[src/common/ohp_pkg.sv]
package ohp_pkg;
  // Bus geometry
  localparam int DATA_W = 8;
  // Transfer direction on the read/write select
  localparam logic RW_READ  = 1'b1;
  localparam logic RW_WRITE = 1'b0;
  // Data/command select levels
  localparam logic DC_DATA = 1'b1;
  localparam logic DC_CMD  = 1'b0;
  // Host strobe timing: enable high and low phases, in ns
  // High phase outlasts the device's pin synchroniser lag, so read data stands at the fall
  localparam int E_HIGH_NS = 800;
  localparam int E_LOW_NS  = 300;
  localparam int CLK_NS    = 100;
  localparam int E_HIGH_CYC = (E_HIGH_NS + CLK_NS - 1) / CLK_NS;
  localparam int E_LOW_CYC  = (E_LOW_NS + CLK_NS - 1) / CLK_NS;
  localparam int CNT_W      = 4;
  // Input synchroniser depth
  localparam int SYNC_W = 3;
  // Reset values
  localparam logic [7:0] BYTE_RST = 8'h00;
  localparam logic [3:0] CNT_ZERO = 4'h0;
  localparam logic [3:0] CNT_ONE  = 4'h1;
endpackage

[src/common/ohp_if.sv]
`timescale 1ns/1ps
interface ohp_if;
  logic       cs_n;         // Chip select, active low
  logic       chip_init_n;  // Initialisation, active low
  logic       rw;           // High read, low write
  logic       dc;           // High data, low command
  logic       e;            // Enable strobe
  logic [7:0] host_do;      // Host drive value
  logic       host_oe;      // Host drives bus
  logic [7:0] dev_do;       // Device drive value
  logic       dev_oe;       // Device drives bus
  logic [7:0] parallel_data_bus;
  // Resolved bus level; undriven reads low
  assign parallel_data_bus = host_oe ? host_do : (dev_oe ? dev_do : 8'h00);
  modport host (output cs_n, chip_init_n, rw, dc, e, host_do, host_oe,
                input dev_do, dev_oe, parallel_data_bus);
  modport device (input cs_n, chip_init_n, rw, dc, e, host_do, host_oe, parallel_data_bus,
                  output dev_do, dev_oe);
endinterface

[src/rtl/ohp_device.sv]
`timescale 1ns/1ps
// Functional notes
// - Respond only while chip select low
// - Initialisation low returns state to defaults
// - Host keeps initialisation high in operation
// - Read/write select high read, low write
// - Select high: byte is display data
// - Select low: byte goes to command
// - Enable strobe qualifies each transfer
// - Data bus bidirectional, direction by cycle
// - Host ties unused data lines low
module ohp_device #(
  parameter int DATA_W = ohp_pkg::DATA_W
) (
  input  wire logic              clk_i,       // System clock
  input  wire logic              rst_n_i,     // Async reset, active low
  ohp_if.device                  bus,         // Parallel port pins
  input  wire logic [DATA_W-1:0] rd_data_i,   // Byte returned on reads
  output logic      [DATA_W-1:0] cmd_o,       // Command register
  output logic                   cmd_vld_o,   // Command written pulse
  output logic      [DATA_W-1:0] wdata_o,     // Display data byte
  output logic                   wdata_vld_o, // Display data pulse
  output logic                   rd_ack_o     // Read cycle ended pulse
);
  localparam int SW = ohp_pkg::SYNC_W;
  localparam int NS = 4 + DATA_W;

  ////////////////////////////////////////////////////////////////////////////
  // Pin synchronisers: three stages per pin
  logic [NS-1:0] pins;
  logic [NS-1:0] s1;
  logic [NS-1:0] s2;
  logic [NS-1:0] s3;
  logic [NS-1:0] stable;
  assign pins = {bus.chip_init_n, bus.cs_n, bus.rw, bus.e, bus.parallel_data_bus};
  always_ff @(posedge clk_i or negedge rst_n_i) begin
    if (!rst_n_i) begin
      s1     <= '0;
      s2     <= '0;
      s3     <= '0;
      stable <= {1'b0, 1'b1, 1'b0, 1'b0, {DATA_W{1'b0}}};
    end else begin
      s1 <= pins;
      s2 <= s1;
      s3 <= s2;
      for (int i = 0; i < NS; i++) begin
        if (s2[i] == s3[i]) begin
          stable[i] <= s3[i];
        end
      end
    end
  end
  // Data/command select sampled the same way
  logic [SW-1:0] dc_sh;
  logic          dc_st;
  always_ff @(posedge clk_i or negedge rst_n_i) begin
    if (!rst_n_i) begin
      dc_sh <= '0;
      dc_st <= 1'b0;
    end else begin
      dc_sh <= {dc_sh[SW-2:0], bus.dc};
      if (dc_sh[1] == dc_sh[2]) begin
        dc_st <= dc_sh[2];
      end
    end
  end

  logic              init_n_s;
  logic              cs_n_s;
  logic              rw_s;
  logic              e_s;
  logic [DATA_W-1:0] d_s;
  assign {init_n_s, cs_n_s, rw_s, e_s, d_s} = stable;

  ////////////////////////////////////////////////////////////////////////////
  // Transfer state
  logic              e_q;
  logic [DATA_W-1:0] cmd, next_cmd;
  logic [DATA_W-1:0] wd, next_wd;
  logic              cmd_v, next_cmd_v;
  logic              wd_v, next_wd_v;
  logic              ack, next_ack;
  logic              oe, next_oe;
  logic [DATA_W-1:0] dout, next_dout;
  logic              fall;

  // Next values
  always_comb begin
    fall       = e_q && !e_s;
    next_cmd   = cmd;
    next_wd    = wd;
    next_cmd_v = 1'b0;
    next_wd_v  = 1'b0;
    next_ack   = 1'b0;
    next_dout  = dout;
    next_oe    = 1'b0;
    if (!init_n_s) begin
      next_cmd  = ohp_pkg::BYTE_RST;
      next_wd   = ohp_pkg::BYTE_RST;
      next_dout = ohp_pkg::BYTE_RST;
    end else if (!cs_n_s) begin
      if (rw_s == ohp_pkg::RW_READ) begin
        next_oe   = e_s;
        next_dout = rd_data_i;
        next_ack  = fall;
      end else if (fall) begin
        if (dc_st == ohp_pkg::DC_DATA) begin
          next_wd   = d_s;
          next_wd_v = 1'b1;
        end else begin
          next_cmd   = d_s;
          next_cmd_v = 1'b1;
        end
      end
    end
  end

  // Registers
  always_ff @(posedge clk_i or negedge rst_n_i) begin
    if (!rst_n_i) begin
      e_q   <= 1'b0;
      cmd   <= ohp_pkg::BYTE_RST;
      wd    <= ohp_pkg::BYTE_RST;
      cmd_v <= 1'b0;
      wd_v  <= 1'b0;
      ack   <= 1'b0;
      oe    <= 1'b0;
      dout  <= ohp_pkg::BYTE_RST;
    end else begin
      e_q   <= e_s;
      cmd   <= next_cmd;
      wd    <= next_wd;
      cmd_v <= next_cmd_v;
      wd_v  <= next_wd_v;
      ack   <= next_ack;
      oe    <= next_oe;
      dout  <= next_dout;
    end
  end

  assign cmd_o       = cmd;
  assign cmd_vld_o   = cmd_v;
  assign wdata_o     = wd;
  assign wdata_vld_o = wd_v;
  assign rd_ack_o    = ack;
  assign bus.dev_oe  = oe;
  assign bus.dev_do  = dout;
endmodule

[src/flat_wrapper.sv]
// flat-port wrapper written by rule: the top's interface ports become plain ports
module ohp_device_flat 
#(
  parameter int DATA_W = ohp_pkg::DATA_W
)
  (clk_i, rst_n_i, rd_data_i, cmd_o, cmd_vld_o, wdata_o, wdata_vld_o, rd_ack_o, bus_cs_n, bus_chip_init_n, bus_rw, bus_dc, bus_e, bus_host_do, bus_host_oe, bus_dev_do, bus_dev_oe);
  ohp_if bus_i ();
  input  wire logic clk_i;
  input  wire logic rst_n_i;
  input  wire logic [DATA_W-1:0] rd_data_i;
  output logic      [DATA_W-1:0] cmd_o;
  output logic cmd_vld_o;
  output logic      [DATA_W-1:0] wdata_o;
  output logic wdata_vld_o;
  output logic rd_ack_o;
  input wire logic [$bits(bus_i.cs_n)-1:0] bus_cs_n;
  input wire logic [$bits(bus_i.chip_init_n)-1:0] bus_chip_init_n;
  input wire logic [$bits(bus_i.rw)-1:0] bus_rw;
  input wire logic [$bits(bus_i.dc)-1:0] bus_dc;
  input wire logic [$bits(bus_i.e)-1:0] bus_e;
  input wire logic [$bits(bus_i.host_do)-1:0] bus_host_do;
  input wire logic [$bits(bus_i.host_oe)-1:0] bus_host_oe;
  output wire logic [$bits(bus_i.dev_do)-1:0] bus_dev_do;
  output wire logic [$bits(bus_i.dev_oe)-1:0] bus_dev_oe;
  assign bus_i.cs_n = bus_cs_n;
  assign bus_i.chip_init_n = bus_chip_init_n;
  assign bus_i.rw = bus_rw;
  assign bus_i.dc = bus_dc;
  assign bus_i.e = bus_e;
  assign bus_i.host_do = bus_host_do;
  assign bus_i.host_oe = bus_host_oe;
  assign bus_dev_do = bus_i.dev_do;
  assign bus_dev_oe = bus_i.dev_oe;
  ohp_device #(.DATA_W(DATA_W)) u_core (.clk_i(clk_i), .rst_n_i(rst_n_i), .bus(bus_i), .rd_data_i(rd_data_i), .cmd_o(cmd_o), .cmd_vld_o(cmd_vld_o), .wdata_o(wdata_o), .wdata_vld_o(wdata_vld_o), .rd_ack_o(rd_ack_o));
endmodule
[config.mk]
export PLATFORM = sky130hd
export DESIGN_NAME = ohp_device_flat
export DESIGN_NICKNAME = d
export VERILOG_FILES = /design/src/common/ohp_pkg.sv /design/src/common/ohp_if.sv /design/src/rtl/ohp_device.sv /design/src/flat_wrapper.sv
export SDC_FILE = /design/constraint.sdc
export NUM_CORES = 1
export LEC_CHECK = 0
export ABC_CLOCK_PERIOD_IN_PS = 2100
export BUFFER_PORTS_ARGS = -buffer_cell sky130_fd_sc_hd__buf_2
export CORE_MARGIN = 4
export CORE_UTILIZATION = 50
export CTS_BUF_LIST = sky130_fd_sc_hd__clkbuf_4
export DETAILED_ROUTE_END_ITERATION = 6
export PLACE_DENSITY = 0.69
export SETUP_SLACK_MARGIN = 0.3
export SKIP_LAST_GASP = 1
export SYNTH_ARGS = -nofsm -noshare
export SYNTH_HDL_FRONTEND = slang
export SYNTH_SLANG_ARGS = --single-unit
[constraint.sdc]
create_clock -name clk_i -period 2.1 [get_ports clk_i]
set_input_delay 0.42 -clock clk_i [delete_from_list [all_inputs] [get_ports clk_i]]
set_output_delay 0.42 -clock clk_i [all_outputs]
set_load 0.01 [all_outputs]
==> flow_summary.ini, run 1 <==
[floorplan]
start_util_pct = 51.64
die_h_um = 80.63
core_area_um2 = 5107
die_x_um = 80.63
row_count = 26
dieArea_um2 = 6501
ios = 52

[placed_design]
gp_congestion = 0.7798
dpl.hpwl_um = 3315
place_inst = 280
io_buffers = 51

[routing]
initialDrtViolationCount = 73
drc_errors = 0
wire_per_inst_um = 15.25
drtPass1Iterations = 4
drt.antenna.violating_nets = 0
routed_wl_um = 4514
vias = 1476
viasPerCell = 4.986

[clocking]
root_buffer = clkbuf_4
cts_tree = yes
clkTransAtPathRegs_ns = 0.12
cts_buffers = 9
cts.htree.levels = 3
postCtsHoldBufs = 0
ctsResizeCount = 0
worstSkewPairLatency_ns = 0.39
cts_buffer_depth = 2
cts.sinks = 81
cts_setup_buffers = 0

[setup_path]
critPathSlowestCell = or3b_1
critPathTopFamily = simple AND/OR/NAND/NOR gates
worstSetupPathType = reg -> reg
worstPathCellList = or3b_1 -> nor4b_4 -> a22o_1
path_buf_inv = 0
slowest_delay_ns = 0.51
arrival_ns = 2.06
worstSetupEndpointType = flop
critPathRequiredTime_ns = 2.43
crit_fanout = 9
startpoint_type = flop

[pwr]
power.total_mw = 2.941
max-vdd-ir-drop_mv = 0.5058
p_leak_nw = 1.595
power_density_nw_per_um2 = 931.8

[timing]
fin_skew_ns = 0.009066
layout_min_cycle_time_ns = 1.732
period_share_pct = 82.48
drv_slew = 0
hold_violations = 0
fmax_ghz = 0.5774
tns_ns = 0
maxSlewHeadroom_pct = 61.22
worstMarginPinSlew_ns = 0.5816
setup_violations = 0
rsz0062_at_grt = false

[global_routing]
grt_pass1_vias = 1574
grt_max_degree = 51
grt_antenna_before_repair = 0
gr-total-overflow = 0
grt_usage_pct = 16.06
grt_pass1_wl_um = 7569

[synthesis]
synthTopCellsByArea = dfrtp_1 76%, a22o_1 7.6%, maj3_1 4.9%
synth-seq-cells = 81
syn_inst = 162
synth_area_um2 = 2638
yosysWarnings = 0
synthesis.nets = 186
synth_seq_area_share_pct = 76.90
syn_avg_cell_area_um2 = 16.28
synth_top_area_share_pct = 75.90
synth_cell_types = 19
synth_top_area_cell = dfrtp_1

[layout]
fin_cells = 296
fill_cells = 404
diodes = 0
drive_above_1_share_pct = 31.86
final_cell_mix = 80 x dfrtp_1, 50 x buf_2, 23 x a22o_1, 18 x nand2_1, 13 x maj3_1
mostFrequentLayoutCell = dfrtp_1
areaGrowthSynthToFinish_pct = 19.69
final_nets = 245

[run_status]
status = complete, no violations

[job]
maxCapViolations = 0

[worst_hold_path]
hold_path.class = in -> async
==> registers in the layout, indices dropped and copies added, names as in the netlist, 3 cells and up <==
name / flops
u_core.s2: 12
u_core.s1: 12
u_core.wdata_o: 8
u_core.s3: 12
u_core.cmd_o: 8
u_core.stable: 12
u_core.bus.dev_do: 8
u_core.dc_sh: 3
==> cell usage after synthesis <==
master,n
a21boi_0,8
a22o_1,23
and3_1,1
and4b_1,1
buf_1,1
buf_6,1
clkbuf_1,4
dfrtp_1,80
dfstp_2,1
inv_1,1
maj3_1,13
nand2_1,18
nor2b_1,3
nor3b_4,1
nor4b_4,1
o21ai_0,1
o31a_1,2
or2b_1,1
or3b_1,1
==> metrics by stage <==
step / area (um^2) / hold WS (ns) / util, % / worst slack (ns)
after floorplan: 2638 / 0.1244 / - / 0.5659
after global placement: 2975 / 0.3322 / 58.26 / 0.4881
after detailed placement: 2975 / 0.3347 / 58.26 / 0.4156
after CTS: 3157 / 0.01608 / 61.81 / 0.3911
after global routing: 3157 / 0.04055 / 61.81 / 0.3356
final: 3157 / 0.02768 / 61.81 / 0.3680
==> logic make-up after synthesis <==
logic type	count (synthesis)	share of synthesized area (%)
AOI/OAI and AO/OA	34	10.77
DFF	81	76.90
and+or+nand+nor	27	6.120
adders and majority gates	13	4.933
buffers and inverters	7	1.280
==> power breakdown <==
part / switching (mW) / internal, mW
logic: 0.0946 / 0.0727
clock network: 0.472 / 0.611
registers: 0.0562 / 1.63
==> area by class of cell <==
cell class                 instances  area (um^2)  area share, %
sequential                        81         2028          64.25
multi-input combinational         74        575.6          18.23
timing repair buffer              54        280.3          8.878
clock inverter                     6        106.4          3.369
tap                               70        87.58          2.774
clock buffer                      10        75.07          2.378
inverter                           1        3.754         0.1189
==> worst paths after layout <==
kind,from,endpoint,slack (ns),cells after the start
setup reg to reg,u_core.stable[9]$_DFFE_PN0N_,u_core.wdata_o[1]$_DFFE_PN0P_,0.37,3
hold reg to reg,u_core.s1[7]$_DFF_PN0_,u_core.s2[7]$_DFF_PN0_,0.35,0
setup / recovery,u_core.stable[9]$_DFFE_PN0N_,u_core.wdata_o[1]$_DFFE_PN0P_,0.37,3
hold / removal,rst_n_i,u_core.s2[7]$_DFF_PN0_,0.03,1
max in group asynchronous,rst_n_i,u_core.stable[10]$_DFFE_PN1N_,1.44,2
min in group clk_i,bus_cs_n,u_core.s1[10]$_DFF_PN0_,0.13,1
==> worst register-to-register path, cell delays in order, from the launching register on <==
cell	delay, ns
dfrtp_1	0.44
or3b_1	0.51
nor4b_4	0.51
a22o_1	0.23
==> metal layers <==
metal / share of wire, % / vias to the layer above / wire, um / GRT usage (%)
met4: 1.8 / 0 / 83 / 9.122
met1: 46 / 720 / 2098 / 20.81
met3: 6.3 / 7 / 285 / 4.372
met5: 0 / - / 0 / 0
li1: - / 694 / - / -
met2: 45 / 55 / 2047 / 24.42
Power figures use the tool's default switching activity.
==> run 2, diff against run 1 <==
--- a/config.mk
+++ b/config.mk
@@ -5,13 +5,13 @@
 export SDC_FILE = /design/constraint.sdc
 export NUM_CORES = 1
 export LEC_CHECK = 0
-export ABC_CLOCK_PERIOD_IN_PS = 2100
+export ABC_CLOCK_PERIOD_IN_PS = 1450
 export BUFFER_PORTS_ARGS = -buffer_cell sky130_fd_sc_hd__buf_2
 export CORE_MARGIN = 4
 export CORE_UTILIZATION = 50
 export CTS_BUF_LIST = sky130_fd_sc_hd__clkbuf_4
 export DETAILED_ROUTE_END_ITERATION = 6
-export PLACE_DENSITY = 0.69
+export PLACE_DENSITY = 0.72
 export SETUP_SLACK_MARGIN = 0.3
 export SKIP_LAST_GASP = 1
 export SYNTH_ARGS = -nofsm -noshare
==> constraint.sdc (replaced) <==
create_clock -name clk_i -period 1.45 [get_ports clk_i]
set_input_delay 0.29 -clock clk_i [delete_from_list [all_inputs] [get_ports clk_i]]
set_output_delay 0.29 -clock clk_i [all_outputs]
set_load 0.01 [all_outputs]
==> run 2 against run 1 <==
  * The flow now finishes with violations (setup timing)
  * Final cell count is 14% higher
  * First-iteration DRC count down 5.5%
  * Sequential cell count is the same
  * Die area unchanged
  * Cell area grew 11%
  * Power rose by 32%
==> flow_summary.ini, run 2 (same netlist as run 1, synthesis figures left out) <==
[pwr]
p_leak_nw = 1.796
switching_share_pct = 25.11
switchingPower_mw = 0.9743
internal_power_mw = 2.906
power_density_nw_per_um2 = 1107
pwr-share-seq_pct = 62.7
combPwrFrac_pct = 9.6
power.total_mw = 3.880
clockPowerShare_pct = 27.7
max-vdd-ir-drop_mv = 0.8545

[timing]
rsz0062_at_grt = true
hold_violations = 0
layout_min_cycle_time_ns = 1.542
setup_violations = 16
hold_slack_ns = 0.1161
period_share_pct = 106.3
worstMarginPinSlew_ns = 0.4102
drv_slew = 0
maxSlewHeadroom_pct = 72.65
fin_skew_ns = 0.01203
fmax_ghz = 0.6485
tns_ns = -1.119
layout_setup_ws_ns = -0.09202

[setup_path]
crit_fanout = 8
startpoint_type = flop
critPathRequiredTime_ns = 1.75
worstSetupEndpointType = flop
worstPathCellList = or3b_4 -> o31a_1 -> a22o_1
path_buf_inv = 0
arrival_ns = 1.84
slowest_delay_ns = 0.44
critPathTopFamily = compound AO/OA/AOI/OAI gates
worstSetupPathType = reg -> reg
critPathSlowestCell = or3b_4

[routing]
drtPass1Iterations = 4
vias = 1650
initialDrtViolationCount = 69
routed_wl_um = 4653
drt.antenna.violating_nets = 0
viasPerCell = 4.882
wire_per_inst_um = 13.77
drc_errors = 0

[placed_design]
place_inst = 286
io_buffers = 51
place_area_um2 = 3045
dpl.hpwl_um = 3087
pre_cts_ws_ns = -0.1603
gp_congestion = 0.7621

[layout]
diodes = 0
final_nets = 287
fin_area_um2 = 3506
fill_cells = 361
mostFrequentLayoutCell = dfrtp_1
multi_input_area_um2 = 614.3
final_util_pct = 68.64
drive_above_1_share_pct = 44.78
areaGrowthSynthToFinish_pct = 32.92
fin_cells = 338
final_cell_mix = 80 x dfrtp_1, 49 x buf_2, 34 x buf_4, 23 x a22o_1, 13 x maj3_1
regArea_um2 = 2028

[floorplan]
dieArea_um2 = 6501
ios = 52
die_x_um = 80.63
die_h_um = 80.63
core_area_um2 = 5107
row_count = 26
start_util_pct = 51.64

[global_routing]
grt_usage_pct = 16.58
grt_pass1_wl_um = 7907
grt_antenna_before_repair = 0
grt_max_degree = 32
grt_pass1_vias = 1718
gr-total-overflow = 0

[clocking]
cts_tree = yes
cts.htree.levels = 3
cts_buffers = 9
cts.sinks = 81
root_buffer = clkbuf_4
cts_buffer_depth = 2
clkTransAtPathRegs_ns = 0.12
worstSkewPairLatency_ns = 0.40

[worst_hold_path]
hold_path.class = in -> reg

[run_status]
violations = setup timing
status = finished with violations

[job]
maxCapViolations = 0
## run 2: final cells by class
class / count / share of cell area (%)
Clock inverter: 7 / 1.356
Inverter: 1 / 0.1071
Tap cell: 70 / 2.498
Sequential cell: 81 / 57.85
Timing Repair Buffer: 96 / 18.74
Multi-Input combinational cell: 74 / 17.52
Clock buffer: 9 / 1.927
## run 2: routing by layer
metal,wire length [um],global-route usage [%]
met2,2155,24.34
met3,313,5.381
met4,17,7.601
met5,0,0
met1,2167,22.48
## run 2: final timing paths
kind / from / end / slack (ns) / cells after the start
worst max-delay path: u_core.stable[8]$_DFFE_PN0N_ / u_core.wdata_o[1]$_DFFE_PN0P_ / -0.09 / 3
worst min-delay path: rd_data_i[7] / u_core.bus.dev_do[7]$_DFFE_PN0P_ / 0.12 / 3
worst max register to register: u_core.stable[8]$_DFFE_PN0N_ / u_core.wdata_o[1]$_DFFE_PN0P_ / -0.09 / 3
worst min register to register: u_core.s1[7]$_DFF_PN0_ / u_core.s2[7]$_DFF_PN0_ / 0.35 / 0
max in group asynchronous: rst_n_i / u_core.s1[7]$_DFF_PN0_ / 0.60 / 3
min in group asynchronous: rst_n_i / u_core.wdata_o[4]$_DFFE_PN0P_ / 0.36 / 2
## run 2: power by group through the flow
| stage | clock (mW) | combinational, mW | sequential [mW] |
|---|---|---|---|
| 6_report | 1.08 | 0.373 | 2.43 |
| 5_1_grt | 1.23 | 0.415 | 2.45 |
| 4_1_cts | 1.13 | 0.329 | 2.43 |
| 3_5_place_dp | 0 | 0.290 | 2.48 |
| 3_3_place_gp | 0 | 0.283 | 2.47 |
| 2_1_floorplan | 0 | 0.122 | 2.48 |
## run 2: worst min-delay path, cell delays in order
cell and delay, ns:
buf_2 0.10, nand2_1 0.05, a21boi_1 0.05
## run 2: timing repair
item                                   4_1_cts  5_1_grt
resized for setup                            3       20
endpoints found under the hold margin       33        0
setup buffers                               20       10
setup endpoints to repair                   54       53
pin swaps                                    3       14
hold buffers                                 6        0
